<file path="config.mk">
export PLATFORM = sky130hd
export DESIGN_NAME = ssienc_top
export DESIGN_NICKNAME = d
export VERILOG_FILES = /design/src/core/ssienc_pkg.sv /design/src/core/ssienc_frame.sv /design/src/core/ssienc_sync.sv /design/src/core/ssienc_top.sv
export SDC_FILE = /design/constraint.sdc
export NUM_CORES = 2
export LEC_CHECK = 0
export BUFFER_PORTS_ARGS = -buffer_cell sky130_fd_sc_hd__buf_2
export CORE_MARGIN = 5
export CORE_UTILIZATION = 55
export DETAILED_ROUTE_END_ITERATION = 10
export PLACE_DENSITY = 0.72
export SYNTH_ARGS = -nofsm -noshare
export SYNTH_HDL_FRONTEND = slang
export SYNTH_SLANG_ARGS = --single-unit
</file>
<file path="constraint.sdc">
create_clock -name aclk -period 6.2 [get_ports aclk]
set_clock_uncertainty 0.1 [all_clocks]
set_input_delay 1.24 -clock aclk [delete_from_list [all_inputs] [get_ports aclk]]
set_output_delay 1.24 -clock aclk [all_outputs]
set_load 0.05 [all_outputs]
</file>
<file path="src/core/ssienc_pkg.sv">
// Shared constants for the SSI encoder output block: register indices,
// field positions, reset values, bus responses and the serial state type.
// Assumes a 32-bit AXI4-Lite register bus with one word per register index.
package ssienc_pkg;

  // Register bus geometry
  localparam int unsigned SSIENC_ADDR_W = 9;
  localparam int unsigned SSIENC_DATA_W = 32;
  localparam int unsigned SSIENC_IDX_W  = 7;

  // Register indices; byte address is four times the index
  localparam logic [6:0] IDX_GENERAL_CONFIGURATION       = 7'h00;
  localparam logic [6:0] IDX_SSI_HOLD_TIME               = 7'h04;
  localparam logic [6:0] IDX_ENCODER_INPUT_CONFIGURATION = 7'h07;
  localparam logic [6:0] IDX_OUTPUT_FRAME_STRUCTURE      = 7'h09;
  localparam logic [6:0] IDX_OUTPUT_RESOLUTION           = 7'h55;
  localparam logic [6:0] IDX_SSI_STATUS                  = 7'h56;
  localparam logic [6:0] IDX_HELD_FRAME_LOW              = 7'h57;
  localparam logic [6:0] IDX_HELD_FRAME_HIGH             = 7'h58;

  // Reset values
  localparam logic [31:0] GENERAL_CONFIGURATION_RST       = 32'h0000_6020;
  localparam logic [31:0] SSI_HOLD_TIME_RST               = 32'h0000_0000;
  localparam logic [31:0] ENCODER_INPUT_CONFIGURATION_RST = 32'h0000_0000;
  localparam logic [31:0] OUTPUT_FRAME_STRUCTURE_RST      = 32'h0000_0000;
  localparam logic [31:0] OUTPUT_RESOLUTION_RST           = 32'h0000_0000;

  // Field positions
  localparam int unsigned GC_SERIAL_OUT_EN_BIT = 24;
  localparam int unsigned GC_DIFF_DISABLE_BIT  = 25;
  localparam int unsigned EIC_MULTITURN_EN_BIT = 14;
  localparam int unsigned EIC_GRAY_OUT_BIT     = 30;
  localparam int unsigned FS_SINGLETURN_LSB    = 0;
  localparam int unsigned FS_SINGLETURN_MSB    = 4;
  localparam int unsigned FS_MULTITURN_LSB     = 5;
  localparam int unsigned FS_MULTITURN_MSB     = 9;
  localparam int unsigned HT_MONOFLOP_LSB      = 4;
  localparam int unsigned HT_MONOFLOP_MSB      = 24;

  // Frame geometry
  localparam int unsigned SSIENC_FRAME_MAX = 64;
  localparam int unsigned SSIENC_LEN_W     = 7;
  localparam int unsigned SSIENC_HOLD_W    = 21;

  // Bus responses
  localparam logic [1:0] RESP_OKAY   = 2'h0;
  localparam logic [1:0] RESP_SLVERR = 2'h2;

  // Serial output state
  typedef enum logic [0:0] {
    SSIENC_IDLE   = 1'b0,
    SSIENC_ACTIVE = 1'b1
  } ssienc_state_t;

endpackage : ssienc_pkg

</file>
<file path="src/core/ssienc_frame.sv">
// Converts the encoder position into a ready SSI frame word, refreshed
// continuously by a serial divider (one quotient bit per aclk).
// Assumes position and configuration come from logic on aclk.
`timescale 1ns/100ps
module ssienc_frame #(
  parameter int unsigned POS_W = 32
) (
  // Clock and reset
  input  wire logic                              aclk,
  input  wire logic                              aresetn,
  // Position and configuration
  input  wire logic [POS_W-1:0]                  enc_pos,
  input  wire logic [31:0]                       resolution,
  input  wire logic [4:0]                        singleturn_bit_count,
  input  wire logic [4:0]                        multiturn_bit_count,
  input  wire logic                              multiturn_en,
  input  wire logic                              gray_en,
  // Frame result, right aligned
  output logic [ssienc_pkg::SSIENC_FRAME_MAX-1:0] frame_word,
  output logic [ssienc_pkg::SSIENC_LEN_W-1:0]     frame_len
);
  import ssienc_pkg::*;

  logic [63:0] num_r, num_nxt;
  logic [32:0] rem_r, rem_nxt;
  logic [63:0] quo_r, quo_nxt;
  logic [6:0]  step_r, step_nxt;
  logic        neg_r, neg_nxt;
  logic [31:0] res_r, res_nxt;
  logic [6:0]  len_r, len_nxt;
  logic        gray_r, gray_nxt;
  logic [63:0] word_r, word_nxt;
  logic [6:0]  olen_r, olen_nxt;
  logic [32:0] rem_sh;
  logic [31:0] pos_abs;
  logic [63:0] value;
  logic [63:0] masked;
  logic [6:0]  st_len;
  logic [6:0]  mt_len;

  if (POS_W < 2 || POS_W > 32) begin : g_chk
    $error("ssienc_frame supports positions of 2 to 32 bits");
  end

  // Divider step, snapshot of configuration and final frame assembly
  always_comb begin
    num_nxt  = num_r;
    rem_nxt  = rem_r;
    quo_nxt  = quo_r;
    step_nxt = step_r;
    neg_nxt  = neg_r;
    res_nxt  = res_r;
    len_nxt  = len_r;
    gray_nxt = gray_r;
    word_nxt = word_r;
    olen_nxt = olen_r;
    st_len   = 7'({2'b00, singleturn_bit_count}) + 7'h01;  // RL3
    mt_len   = multiturn_en ? 7'({2'b00, multiturn_bit_count}) + 7'h01 : 7'h00;  // RL4 RL5
    pos_abs  = 32'(enc_pos[POS_W-1] ? -$signed(enc_pos) : $signed(enc_pos));
    rem_sh   = {rem_r[31:0], num_r[63]};
    value    = neg_r ? 64'(-(quo_r + 64'(rem_r != 33'h0))) : quo_r;  // RL6
    masked   = (len_r == 7'h40) ? value : value & ((64'h1 << len_r) - 64'h1);
    if (step_r == 7'h00) begin
      // Position scaled by 2^singleturn bits per revolution of resolution
      num_nxt  = {32'h0000_0000, pos_abs} << st_len;  // RL1 RL2
      rem_nxt  = 33'h0;
      quo_nxt  = 64'h0;
      neg_nxt  = enc_pos[POS_W-1];
      res_nxt  = resolution;
      len_nxt  = st_len + mt_len;  // RL6
      gray_nxt = gray_en;
      step_nxt = 7'h01;
    end else if (step_r == 7'h41) begin
      // Quotient done: its low bits are revolutions then angle
      word_nxt = (res_r == 32'h0) ? 64'h0 : (gray_r ? masked ^ (masked >> 1) : masked);  // RL12
      olen_nxt = len_r;
      step_nxt = 7'h00;
    end else begin
      num_nxt  = {num_r[62:0], 1'b0};
      if (rem_sh >= {1'b0, res_r}) begin
        rem_nxt = rem_sh - {1'b0, res_r};
        quo_nxt = {quo_r[62:0], 1'b1};
      end else begin
        rem_nxt = rem_sh;
        quo_nxt = {quo_r[62:0], 1'b0};
      end
      step_nxt = step_r + 7'h01;
    end
  end

  // Divider and result registers
  always_ff @(posedge aclk) begin
    if (!aresetn) begin
      num_r  <= 64'h0;
      rem_r  <= 33'h0;
      quo_r  <= 64'h0;
      step_r <= 7'h00;
      neg_r  <= 1'b0;
      res_r  <= 32'h0;
      len_r  <= 7'h01;
      gray_r <= 1'b0;
      word_r <= 64'h0;
      olen_r <= 7'h01;
    end else begin
      num_r  <= num_nxt;
      rem_r  <= rem_nxt;
      quo_r  <= quo_nxt;
      step_r <= step_nxt;
      neg_r  <= neg_nxt;
      res_r  <= res_nxt;
      len_r  <= len_nxt;
      gray_r <= gray_nxt;
      word_r <= word_nxt;
      olen_r <= olen_nxt;
    end
  end

  assign frame_word = word_r;
  assign frame_len  = olen_r;

endmodule : ssienc_frame

</file>
<file path="src/core/ssienc_sync.sv">
// Two-stage synchroniser for a group of level inputs from outside aclk.
// Assumes the inputs are plain levels; the first stage feeds only the second.
`timescale 1ns/100ps
module ssienc_sync #(
  parameter int unsigned W = 2
) (
  // Clock and reset
  input  wire logic         aclk,
  input  wire logic         aresetn,
  // Levels
  input  wire logic [W-1:0] async_in,
  output logic      [W-1:0] sync_out
);
  import ssienc_pkg::*;

  logic [W-1:0] stage1_r;
  logic [W-1:0] stage1_nxt;
  logic [W-1:0] stage2_r;
  logic [W-1:0] stage2_nxt;

  if (W < 1) begin : g_chk
    $error("ssienc_sync needs at least one bit");
  end

  // Next values of both stages
  always_comb begin
    stage1_nxt = async_in;
    stage2_nxt = stage1_r;
  end

  // Stages reset to the idle high level of an SSI line
  always_ff @(posedge aclk) begin
    if (!aresetn) begin
      stage1_r <= '1;
      stage2_r <= '1;
    end else begin
      stage1_r <= stage1_nxt;
      stage2_r <= stage2_nxt;
    end
  end

  assign sync_out = stage2_r;

endmodule : ssienc_sync

</file>
<file path="src/core/ssienc_top.sv">
// SSI encoder output: AXI4-Lite register slave, frame builder and the
// serial shifter driven by an external SSI master clock pair.
// Assumes enc_pos is on aclk; SSI clock pins are asynchronous to aclk.
//
// Contract
// RL1: Outgoing data is formed from the encoder position value.
// RL2: Write-only resolution register scales position into the singleturn angle.
// RL3: Singleturn bits sent equal bit count field bits 4:0 plus one.
// RL4: Multiturn bits sent equal field bits 9:5 plus one when enabled.
// RL5: Multiturn is sent only when enable bit 14 is set.
// RL6: Signed revolution count precedes singleturn bits in one continuous frame.
// RL7: Data held unchanged until monoflop cycles pass after last master clock.
// RL8: Bit 24 of general configuration enables the serial data stream.
// RL9: Master drives clock pair in; device drives data pair out.
// RL10: Master supplies a differential clock pair in normal operation.
// RL11: Bit 25 makes signals single ended; negated pins are ignored.
// RL12: Bit 30 Gray-encodes the transmitted frame.
// RL13: Frame goes out MSB first, one bit per master clock, multiturn first.
// RL14: Master idles longer than monoflop time to get a fresh sample.
`timescale 1ns/100ps
module ssienc_top
  import ssienc_pkg::*;
#(
  parameter int unsigned POS_W = 32
) (
  // Clock and reset
  input  wire logic                                aclk,
  input  wire logic                                aresetn,
  // AXI4-Lite write address and data
  input  wire logic [ssienc_pkg::SSIENC_ADDR_W-1:0] s_axi_awaddr,
  input  wire logic                                s_axi_awvalid,
  output logic                                     s_axi_awready,
  input  wire logic [31:0]                         s_axi_wdata,
  input  wire logic [3:0]                          s_axi_wstrb,
  input  wire logic                                s_axi_wvalid,
  output logic                                     s_axi_wready,
  // AXI4-Lite write response
  output logic [1:0]                               s_axi_bresp,
  output logic                                     s_axi_bvalid,
  input  wire logic                                s_axi_bready,
  // AXI4-Lite read
  input  wire logic [ssienc_pkg::SSIENC_ADDR_W-1:0] s_axi_araddr,
  input  wire logic                                s_axi_arvalid,
  output logic                                     s_axi_arready,
  output logic [31:0]                              s_axi_rdata,
  output logic [1:0]                               s_axi_rresp,
  output logic                                     s_axi_rvalid,
  input  wire logic                                s_axi_rready,
  // Internal encoder position
  input  wire logic [POS_W-1:0]                    enc_pos,
  // SSI pins
  input  wire logic                                clock_in_pos,
  input  wire logic                                clock_in_neg,
  output logic                                     data_out_pos,
  output logic                                     data_out_neg
);

  // Configuration registers
  logic [31:0] gen_cfg_r, gen_cfg_nxt;
  logic [31:0] hold_time_r, hold_time_nxt;
  logic [31:0] enc_in_cfg_r, enc_in_cfg_nxt;
  logic [31:0] frame_struct_r, frame_struct_nxt;
  logic [31:0] out_res_r, out_res_nxt;
  // Write channel state
  logic        aw_full_r, aw_full_nxt;
  logic [6:0]  aw_idx_r, aw_idx_nxt;
  logic        aw_bad_r, aw_bad_nxt;
  logic        w_full_r, w_full_nxt;
  logic [31:0] wdata_r, wdata_nxt;
  logic [3:0]  wstrb_r, wstrb_nxt;
  logic        bvalid_r, bvalid_nxt;
  logic [1:0]  bresp_r, bresp_nxt;
  // Read channel state
  logic        rvalid_r, rvalid_nxt;
  logic [31:0] rdata_r, rdata_nxt;
  logic [1:0]  rresp_r, rresp_nxt;
  // Serial state
  ssienc_state_t state_r, state_nxt;
  logic        sclk_r, sclk_nxt;
  logic        dout_r, dout_nxt;
  logic [63:0] shift_r, shift_nxt;
  logic [63:0] held_r, held_nxt;
  logic [6:0]  held_len_r, held_len_nxt;
  logic [6:0]  bits_left_r, bits_left_nxt;
  logic [20:0] mono_r, mono_nxt;
  // Combinational helpers
  logic        do_write;
  logic [1:0]  pins_s;
  logic        sclk_fall;
  logic        sclk_rise;
  logic        out_en;
  logic        diff_dis;
  logic [63:0] frame_word;
  logic [6:0]  frame_len;
  logic [6:0]  ar_idx;

  if (POS_W < 2 || POS_W > 32) begin : g_chk
    $error("ssienc_top supports positions of 2 to 32 bits");
  end

  // Byte-lane merge for partial writes
  function automatic logic [31:0] merge(input logic [31:0] old_v,
                                        input logic [31:0] new_v,
                                        input logic [3:0]  strb);
    logic [31:0] res;
    res = old_v;
    for (int i = 0; i < 4; i++) begin
      if (strb[i]) begin
        res[8*i +: 8] = new_v[8*i +: 8];
      end
    end
    return res;
  endfunction : merge

  assign out_en   = gen_cfg_r[GC_SERIAL_OUT_EN_BIT];
  assign diff_dis = gen_cfg_r[GC_DIFF_DISABLE_BIT];
  assign do_write = aw_full_r && w_full_r && !bvalid_r;
  assign ar_idx   = s_axi_araddr[8:2];

  // Write channel: address and data taken in either order
  always_comb begin
    aw_full_nxt = aw_full_r;
    aw_idx_nxt  = aw_idx_r;
    aw_bad_nxt  = aw_bad_r;
    w_full_nxt  = w_full_r;
    wdata_nxt   = wdata_r;
    wstrb_nxt   = wstrb_r;
    bvalid_nxt  = bvalid_r;
    bresp_nxt   = bresp_r;
    if (s_axi_awvalid && s_axi_awready) begin
      aw_full_nxt = 1'b1;
      aw_idx_nxt  = s_axi_awaddr[8:2];
      aw_bad_nxt  = (s_axi_awaddr[1:0] != 2'h0);
    end
    if (s_axi_wvalid && s_axi_wready) begin
      w_full_nxt = 1'b1;
      wdata_nxt  = s_axi_wdata;
      wstrb_nxt  = s_axi_wstrb;
    end
    if (do_write) begin
      aw_full_nxt = 1'b0;
      w_full_nxt  = 1'b0;
      bvalid_nxt  = 1'b1;
      bresp_nxt   = RESP_SLVERR;
      if (!aw_bad_r) begin
        case (aw_idx_r)
          IDX_GENERAL_CONFIGURATION,
          IDX_SSI_HOLD_TIME,
          IDX_ENCODER_INPUT_CONFIGURATION,
          IDX_OUTPUT_FRAME_STRUCTURE,
          IDX_OUTPUT_RESOLUTION,
          IDX_SSI_STATUS,
          IDX_HELD_FRAME_LOW,
          IDX_HELD_FRAME_HIGH: bresp_nxt = RESP_OKAY;
          default:             bresp_nxt = RESP_SLVERR;
        endcase
      end
    end else if (bvalid_r && s_axi_bready) begin
      bvalid_nxt = 1'b0;
    end
  end

  // Register file updates on a completed write
  always_comb begin
    gen_cfg_nxt      = gen_cfg_r;
    hold_time_nxt    = hold_time_r;
    enc_in_cfg_nxt   = enc_in_cfg_r;
    frame_struct_nxt = frame_struct_r;
    out_res_nxt      = out_res_r;
    if (do_write && !aw_bad_r) begin
      case (aw_idx_r)
        IDX_GENERAL_CONFIGURATION:       gen_cfg_nxt = merge(gen_cfg_r, wdata_r, wstrb_r);
        IDX_SSI_HOLD_TIME:               hold_time_nxt = merge(hold_time_r, wdata_r, wstrb_r);
        IDX_ENCODER_INPUT_CONFIGURATION: enc_in_cfg_nxt = merge(enc_in_cfg_r, wdata_r, wstrb_r);
        IDX_OUTPUT_FRAME_STRUCTURE:      frame_struct_nxt = merge(frame_struct_r, wdata_r, wstrb_r);
        IDX_OUTPUT_RESOLUTION:           out_res_nxt = merge(out_res_r, wdata_r, wstrb_r);  // RL2
        default:                         ;
      endcase
    end
  end

  // Read channel: one cycle from address to data
  always_comb begin
    rvalid_nxt = rvalid_r;
    rdata_nxt  = rdata_r;
    rresp_nxt  = rresp_r;
    if (s_axi_arvalid && s_axi_arready) begin
      rvalid_nxt = 1'b1;
      rresp_nxt  = RESP_OKAY;
      rdata_nxt  = 32'h0000_0000;
      if (s_axi_araddr[1:0] != 2'h0) begin
        rresp_nxt = RESP_SLVERR;
      end else begin
        case (ar_idx)
          IDX_GENERAL_CONFIGURATION:       rdata_nxt = gen_cfg_r;
          IDX_SSI_HOLD_TIME:               rdata_nxt = hold_time_r;
          IDX_ENCODER_INPUT_CONFIGURATION: rdata_nxt = enc_in_cfg_r;
          IDX_OUTPUT_FRAME_STRUCTURE:      rdata_nxt = frame_struct_r;
          IDX_OUTPUT_RESOLUTION:           rdata_nxt = 32'h0000_0000;
          IDX_SSI_STATUS:                  rdata_nxt = {17'h0, held_len_r, bits_left_r, state_r};
          IDX_HELD_FRAME_LOW:              rdata_nxt = held_r[31:0];
          IDX_HELD_FRAME_HIGH:             rdata_nxt = held_r[63:32];
          default:                         rresp_nxt = RESP_SLVERR;
        endcase
      end
    end else if (rvalid_r && s_axi_rready) begin
      rvalid_nxt = 1'b0;
    end
  end

  // Bus and register flip-flops
  always_ff @(posedge aclk) begin
    if (!aresetn) begin
      gen_cfg_r      <= GENERAL_CONFIGURATION_RST;
      hold_time_r    <= SSI_HOLD_TIME_RST;
      enc_in_cfg_r   <= ENCODER_INPUT_CONFIGURATION_RST;
      frame_struct_r <= OUTPUT_FRAME_STRUCTURE_RST;
      out_res_r      <= OUTPUT_RESOLUTION_RST;
      aw_full_r      <= 1'b0;
      aw_idx_r       <= 7'h00;
      aw_bad_r       <= 1'b0;
      w_full_r       <= 1'b0;
      wdata_r        <= 32'h0000_0000;
      wstrb_r        <= 4'h0;
      bvalid_r       <= 1'b0;
      bresp_r        <= RESP_OKAY;
      rvalid_r       <= 1'b0;
      rdata_r        <= 32'h0000_0000;
      rresp_r        <= RESP_OKAY;
    end else begin
      gen_cfg_r      <= gen_cfg_nxt;
      hold_time_r    <= hold_time_nxt;
      enc_in_cfg_r   <= enc_in_cfg_nxt;
      frame_struct_r <= frame_struct_nxt;
      out_res_r      <= out_res_nxt;
      aw_full_r      <= aw_full_nxt;
      aw_idx_r       <= aw_idx_nxt;
      aw_bad_r       <= aw_bad_nxt;
      w_full_r       <= w_full_nxt;
      wdata_r        <= wdata_nxt;
      wstrb_r        <= wstrb_nxt;
      bvalid_r       <= bvalid_nxt;
      bresp_r        <= bresp_nxt;
      rvalid_r       <= rvalid_nxt;
      rdata_r        <= rdata_nxt;
      rresp_r        <= rresp_nxt;
    end
  end

  // Handshake outputs
  assign s_axi_awready = !aw_full_r && !bvalid_r;
  assign s_axi_wready  = !w_full_r && !bvalid_r;
  assign s_axi_bvalid  = bvalid_r;
  assign s_axi_bresp   = bresp_r;
  assign s_axi_arready = !rvalid_r;
  assign s_axi_rvalid  = rvalid_r;
  assign s_axi_rdata   = rdata_r;
  assign s_axi_rresp   = rresp_r;

  // Clock pair into aclk
  ssienc_sync #(
    .W (2)
  ) u_sync (
    .aclk     (aclk),
    .aresetn  (aresetn),
    .async_in ({clock_in_neg, clock_in_pos}),  // RL9 RL10
    .sync_out (pins_s)
  );

  // Frame builder
  ssienc_frame #(
    .POS_W (POS_W)
  ) u_frame (
    .aclk                 (aclk),
    .aresetn              (aresetn),
    .enc_pos              (enc_pos),
    .resolution           (out_res_r),
    .singleturn_bit_count (frame_struct_r[FS_SINGLETURN_MSB:FS_SINGLETURN_LSB]),
    .multiturn_bit_count  (frame_struct_r[FS_MULTITURN_MSB:FS_MULTITURN_LSB]),
    .multiturn_en         (enc_in_cfg_r[EIC_MULTITURN_EN_BIT]),
    .gray_en              (enc_in_cfg_r[EIC_GRAY_OUT_BIT]),
    .frame_word           (frame_word),
    .frame_len            (frame_len)
  );

  // Differential pair only counts when the two lines disagree
  assign sclk_nxt  = diff_dis ? pins_s[0]  // RL11
                   : ((pins_s[0] != pins_s[1]) ? pins_s[0] : sclk_r);
  assign sclk_fall = sclk_r && !sclk_nxt;
  assign sclk_rise = !sclk_r && sclk_nxt;

  // Serial shifter: fall latches or restarts, rise presents the next bit
  always_comb begin
    state_nxt     = state_r;
    dout_nxt      = dout_r;
    shift_nxt     = shift_r;
    held_nxt      = held_r;
    held_len_nxt  = held_len_r;
    bits_left_nxt = bits_left_r;
    mono_nxt      = mono_r;
    case (state_r)
      SSIENC_IDLE: begin
        dout_nxt = 1'b1;
        if (out_en && sclk_fall) begin  // RL8
          held_nxt      = frame_word;  // RL1
          held_len_nxt  = frame_len;
          shift_nxt     = frame_word << (7'h40 - frame_len);  // RL13
          bits_left_nxt = frame_len;
          mono_nxt      = hold_time_r[HT_MONOFLOP_MSB:HT_MONOFLOP_LSB];
          state_nxt     = SSIENC_ACTIVE;
        end
      end
      SSIENC_ACTIVE: begin
        if (!out_en) begin
          state_nxt = SSIENC_IDLE;
          dout_nxt  = 1'b1;
        end else if (sclk_fall || sclk_rise) begin
          // Every master edge restarts the monoflop
          mono_nxt = hold_time_r[HT_MONOFLOP_MSB:HT_MONOFLOP_LSB];  // RL7
          if (sclk_rise && bits_left_r == 7'h00) begin
            // Trailing rise sends 0 and rearms the held frame for a repeat
            shift_nxt     = held_r << (7'h40 - held_len_r);  // RL7
            bits_left_nxt = held_len_r;
          end
          if (sclk_rise) begin
            if (bits_left_r != 7'h00) begin
              dout_nxt      = shift_r[63];  // RL13 RL6
              shift_nxt     = {shift_r[62:0], 1'b0};
              bits_left_nxt = bits_left_r - 7'h01;
            end else begin
              dout_nxt = 1'b0;
            end
          end
        end else if (mono_r == 21'h0) begin
          state_nxt = SSIENC_IDLE;  // RL14
          dout_nxt  = 1'b1;
        end else begin
          mono_nxt = mono_r - 21'h1;
        end
      end
      default: begin
        state_nxt = SSIENC_IDLE;
        dout_nxt  = 1'b1;
      end
    endcase
  end

  // Serial flip-flops
  always_ff @(posedge aclk) begin
    if (!aresetn) begin
      state_r     <= SSIENC_IDLE;
      sclk_r      <= 1'b1;
      dout_r      <= 1'b1;
      shift_r     <= 64'h0;
      held_r      <= 64'h0;
      held_len_r  <= 7'h01;
      bits_left_r <= 7'h00;
      mono_r      <= 21'h0;
    end else begin
      state_r     <= state_nxt;
      sclk_r      <= sclk_nxt;
      dout_r      <= dout_nxt;
      shift_r     <= shift_nxt;
      held_r      <= held_nxt;
      held_len_r  <= held_len_nxt;
      bits_left_r <= bits_left_nxt;
      mono_r      <= mono_nxt;
    end
  end

  // Data pair; negated line held low in single-ended mode
  assign data_out_pos = dout_r;  // RL9
  assign data_out_neg = diff_dis ? 1'b0 : !dout_r;  // RL11

endmodule : ssienc_top

</file>
; Yosys cells after proc, flatten, opt, wreduce, memory -nomap -nowiden
; Index checks and enable logic that the tools add are counted.
; W data, S select, Z words.
[op_classes]
addsub = 13
n_lt_le_gt_ge = 1
eq_ne = 24
n_shift = 4
muxes = 55
bitwise = 5
n_reduce_logical = 65
[op_table]
columns = operator, count
row1 = $mux W64, 12
row2 = $pmux W32 S7, 1
row3 = $pmux W64 S2, 1
row4 = $shl A64 B7 Y64, 2
row5 = $mux W21, 4
row6 = $eq A7 B7 Y1 const B, 10
row7 = $reduce_and A3 Y1, 22
row8 = $add A64 B1 Y64, 1
row9 = $and A64 B64 Y64, 1
row10 = $mux W32, 2
row11 = $neg A64 Y64, 1
row12 = $shl A1 B7 Y64 const A, 1
row13 = $shl A32 B7 Y64, 1
row14 = $sub A64 B1 Y64 const B, 1
row15 = $xor A64 B63 Y64, 1
row16 = $mux W7, 7
row17 = $pmux W21 S2, 1
row18 = $ge A33 B32 Y1, 1
row19 = $mux W33, 1
row20 = $reduce_bool A33 Y1, 1
row21 = $sub A33 B32 Y33, 1
row22 = $logic_not A32 Y1, 1
row23 = $neg A32 Y32, 1
row24 = $eq A7 B3 Y1 const B, 4
row25 = other kinds (29), 88
[totals]
regBits = 694
in_bits = 95
output_inout_bits = 43
wordCells = 219

; Longest topological paths before layout
[logic_depth]
ltp_word = 11
ltp_mapped = 20
ltp_nobuf = 17

; Modules after synthesis
; Synthesis repeated with hierarchy kept, for this count alone.
[hier_totals]
cells_unflattened = 6328
hier_area_um2 = 49546.3
[modules_own_cells]
columns = module, n_inst, cells_per_inst, area_per_inst_um2, seq_area_each_um2
row1 = ssienc_top, 1, 3083, 26247.7, 8167.8
row2 = ssienc_frame, 1, 3237, 23193.5, 5605.4
row3 = ssienc_sync, 1, 8, 105.1, 80.1

; Least setup slack after synthesis
; Ideal clock, no wire load.
[synth_timing]
path_kind = register to register
startpoint = register held_len_r[0]
endpoint = register shift_r[19]
setup_ps = 128
arrival_time_ps = 4618
required_time_ps = 5972
path_slack_ps = 1354
path_stages_with_launch = 18
path_buffers = 7
period_less_slack_ps = 4846
cell_sequence = dfxtp_1 > clkbuf_1 > buf_1 > clkbuf_1 > inv_1 > clkbuf_1 > ha_1 > clkbuf_1 > clkbuf_1 > clkbuf_1 > mux4_2 > mux2i_1 > nand2_1 > a32o_1 > a221oi_1 > nor2_1 > a21oi_1 > nor2_1
[synth_via]
elab_chain_cells = 8
[synth_lines]
columns = element, line
row1 = from (decl), ssienc_top.sv:83  ; logic [6:0] held_len_r, held_len_nxt;
row2 = from (signal assigned), ssienc_top.sv:365  ; held_len_r <= held_len_nxt;
row3 = $sub A7 B7 Y7 *, ssienc_top.sv:322  ; shift_nxt = held_r << (7'h40 - held_len_r);
row4 = $shl A64 B7 Y64 *, ssienc_top.sv:322
row5 = $mux W64 *, ssienc_top.sv:320  ; if (sclk_rise && bits_left_r == 7'h00) begin
row6 = $mux W64, ssienc_top.sv:326  ; if (bits_left_r != 7'h00) begin
row7 = $mux W64 *, ssienc_top.sv:325  ; if (sclk_rise) begin
row8 = $mux W64 *, ssienc_top.sv:317  ; end else if (sclk_fall || sclk_rise) begin
row9 = $mux W64 *, ssienc_top.sv:314  ; if (!out_en) begin
row10 = $pmux W64 S2 *, ssienc_top.sv:301  ; case (state_r)
row11 = to (signal assigned), ssienc_top.sv:363  ; shift_r <= shift_nxt;
row12 = to (decl), ssienc_top.sv:81  ; logic [63:0] shift_r, shift_nxt;
; Mark *: on every way between the ends. The rest lies on a longest branch, timed or not. The select of a mux whose other input is x is not followed.
; A chain may end at the register's enable or synchronous reset.

; Final worst setup path
[layout_timing]
startpoint = register u_frame.rem_r[5]
endpoint = register u_frame.word_r[56], in the netlist u_frame.frame_word[56]
[layout_via]
elab_chain_cells = 9
[layout_lines]
columns = element, line
row1 = from (decl), ssienc_frame.sv:25  ; logic [32:0] rem_r, rem_nxt;
row2 = from (signal assigned), ssienc_frame.sv:106  ; rem_r <= rem_nxt;
row3 = $reduce_bool A33 Y1 *, ssienc_frame.sv:61  ; value = neg_r ? 64'(-(quo_r + 64'(rem_r != 33'h0))) : quo_r;
row4 = $add A64 B1 Y64 *, ssienc_frame.sv:61
row5 = $neg A64 Y64 *, ssienc_frame.sv:61
row6 = $mux W64 *, ssienc_frame.sv:61
row7 = $and A64 B64 Y64, ssienc_frame.sv:62  ; masked = (len_r == 7'h40) ? value : value & ((64'h1 << len_r) - 64'h1);
row8 = $mux W64 *, ssienc_frame.sv:62
row9 = $xor A64 B63 Y64, ssienc_frame.sv:75  ; word_nxt = (res_r == 32'h0) ? 64'h0 : (gray_r ? masked ^ (masked >> 1) : masked);
row10 = $mux W64 * (2 in a row), ssienc_frame.sv:75
row11 = to (signal assigned), ssienc_frame.sv:113  ; word_r <= word_nxt;
row12 = to (decl), ssienc_frame.sv:32  ; logic [63:0] word_r, word_nxt;
; Mark *: on every way between the ends. The rest lies on a longest branch, timed or not.

==> out/results.ini <==
[run_status]
status = finished clean

[place]
place_hpwl_um = 125000
dp_slack_ps = 947
placedCellCount = 7330
place_area_um2 = 49200
gp_congestion = 1.02
io_buffers = 135

[setup_path]
required_ps = 6610
r2r_slack_ps = 1030
reg2regPathDepth = 17
cp-end-kind = flip-flop
rr_startpoint = u_frame.rem_r[5]
path_delay_family = compound AO/OA/AOI/OAI gates
critical_path.cell_chain = nor4_1, nand4_1, nor3_1, ha_1, ha_1, inv_1, ha_1, o221ai_1, a22oi_1, o21ai_0, a21oi_1, o221ai_1, a2111oi_0, a31o_2, o21ai_0, xor2_1, o21ai_0
timing.rr.end = u_frame.frame_word[56]
arrival_ps = 5580
max_stage_delay_ps = 620
path_buf_inv = 1
crit_fanout = 6
crit_path_start_kind = flip-flop
slowest_stage = o221ai_1
critPathKind = reg2reg

[die]
start_util_pct = 55.3
dieWidth_um = 305
core-area_um2 = 86600
num_rows = 108
die_area_um2 = 93100
fp.dieH_um = 305
io-pin-count = 138

[yosys]
synth_commonest_cells = 1,140 x nand2_1, 710 x nor2_1, 692 x dfxtp_1
netlist_area_um2 = 47900
synthArstFlopShare_pct = 0
ys_warn_count = 0
synth_edf_count = 0
ys_types = 91
synth_ff_type = dfxtp_1
yosysTopAreaCellShare_pct = 28.9
synth_most_common_cell = nand2_1
synthCells = 6427
synthTopCellsByArea = dfxtp_1 29%, nand2_1 8.9%, a21oi_1 6.8%, mux2i_1 6.7%, nor2_1 5.6%
avgSynthCellArea_um2 = 7.46
synth_seq_cells = 692
synth_top_cell_by_area = dfxtp_1
yosysSeqAreaShare_pct = 28.9

[drt]
drt_wl_total_um = 171000
vias = 49241
wire_per_inst_um = 22.9
drc = 0
drt_iter0_drc = 7070
antenna_left = 0
vias_per_cell = 6.59
firstDrtPassIters = 9

[grt]
grt_start_max_net_pins = 154
grt_pass1_wl_um = 262000
grt_remaining_overflow = 0
grt_antenna_before_repair = 2
grtUsageTotal_pct = 34.7
grt_pass1_vias = 44167

[timing]
worst_slew_pin_slew_ps = 1200
rsz0062_at_grt = false
hold_viol_final = 0
fmax_mhz = 193
tns_ps = 0
setup_ws_ps = 1030
relSlewSlack_pct = 19.7
period_share_pct = 83.4
period_minus_slack_ps = 5170
setup_viol = 0
slew_violations = 0

[finish]
syn_to_final_growth_pct = 8.27
stdcell_count = 7469
nets = 6471
fin_area_um2 = 51900
drive_gt1_share_pct = 9.81
fill_cells = 7972

[clocking]
cts-resized-gates = 0
cts_tree = built
cts_buffers = 79
clkTransAtPathRegs_ps = 70
cts-root-buf = clkbuf_16
hold_buffers = 0
insertion_delay_ps = 680
cts_max_path_buffers = 3
h-tree-depth = 3
cts_setup_buffers = 0
cts.sinks = 692

[power_and_ir_drop]
power_frac_seq_pct = 29.8
power.net_switching_mw = 6.12
p_int_mw = 9.89
p_comb_share_pct = 40.6
sw_frac_of_total_pct = 38.2
max-vdd-ir-drop_uv = 603
power.share.clock_pct = 29.6
power_leakage_nw = 19.9
power_mw = 16.0
power.density_nw_per_um2 = 309

[worst_hold_path]
worst_hold_path_type = reg2reg
hold_start = u_sync.stage1_r[1]
min_to = u_sync.sync_out[1]
whs_path_depth = 1

[flow_run]
drv_cap = 0

[per-layer routing]
layer,share of wire (%),GRT usage [%],vias up
li1,-,-,22705
met4,5.6,15.8,2
met5,0.0058,0,-
met1,42,49.8,23164
met3,11,6.68,504
met2,42,50.9,2866
[logic make-up (layout without fill, tap and decap cells)]
logic type / count (synthesis) / count (layout) / share of synthesized area [%]
flops: 692 / 692 / 28.9
xor+xnor: 206 / 206 / 3.76
compound gates: 1879 / 1879 / 24.6
other cells: 1 / 3 / 0.00782
simple gates: 2398 / 2398 / 21.2
buf+inv: 646 / 531 / 5.10
fa+ha+maj: 120 / 120 / 3.16
mux: 485 / 485 / 13.3
[sequential cells by signal, summed over array words and instances, names as in the netlist, 4 cells and up]
register and flops:
mono_r 21, held_len_r 7, u_frame.num_r 64, aw_idx_r 7, held_r 64, u_frame.quo_r 64
wstrb_r 4, frame_struct_r 32, enc_in_cfg_r 32, bits_left_r 7, u_frame.frame_word 64, u_frame.res_r 32
shift_r 64, u_frame.rem_r 33, hold_time_r 32, s_axi_rdata 32, out_res_r 32, u_frame.frame_len 7
u_frame.len_r 7, wdata_r 32, u_frame.step_r 7, gen_cfg_r 32
[per-stage QoR]
step,utilization (%),hold slack [ps]
after detailed placement,56.8,300
after CTS,59.9,309
final,59.9,305
after global routing,59.9,307
after floorplan,-,286
after global placement,56.8,299
[worst max-delay path by stage]
stage	start	to	slack, ps	cells past startpoint
4_1_cts	u_frame.rem_r[5]	u_frame.frame_word[60]	1160	17
6_report	u_frame.rem_r[5]	u_frame.frame_word[56]	1030	17
3_5_place_dp	enc_pos[0]	u_frame.num_r[22]	950	14
2_1_floorplan	held_len_r[0]	shift_r[19]	1350	17
5_1_grt	u_frame.rem_r[5]	u_frame.frame_word[56]	670	17
3_3_place_gp	enc_pos[0]	u_frame.num_r[22]	1020	14
[cell usage in the layout, fill, tap and decap left out, types with 25 or more instances in the layout]
cell       netlist  final
nand2_1       1140   1139
nor2_1         710    706
dfxtp_1        692    686
a21oi_1        651    651
o21ai_0        440    440
mux2i_1        319    319
inv_1          160    160
nor3_1         135    135
buf_2            2    134
nand3_1        120    118
mux4_2         115    115
ha_1           118    115
xnor2_1        104     97
xor2_1         102     94
buf_4            2     94
a22oi_1         90     90
a211oi_1        89     89
clkbuf_16        0     80
a21o_1          79     79
a221oi_1        66     66
o211ai_1        63     63
a31oi_1         55     55
mux2_2          50     50
nand2b_1        44     43
o22ai_1         41     41
nand4_1         38     38
a222oi_1        35     35
nor2b_1         35     34
or3_1           29     29
o31ai_1         27     27
nor4_1          28     26
and2_1          25     25
[layout make-up]
type                       count  area [um2]  area share (%)
sequential                   692       13900            26.7
timing repair buffer         229        1400            2.69
multi-input combinational   5090       31900            61.5
tap                         1155        1450            2.79
antenna                        1        2.50         0.00482
clock buffer                 112        2310            4.46
inverter                     164         623            1.20
clock inverter                26         332           0.639
[power groups by stage]
| stage | sequential [mW] | combinational (mW) | clock (mW) |
|---|---|---|---|
| final | 4.77 | 6.50 | 4.74 |
| after global routing | 4.78 | 7.08 | 4.98 |
| after CTS | 4.76 | 6.35 | 4.79 |
| after detailed placement | 4.86 | 6.30 | 0 |
| after global placement | 4.86 | 6.26 | 0 |
| after floorplan | 4.79 | 4.91 | 0 |
(Power assumes the default switching activity.)
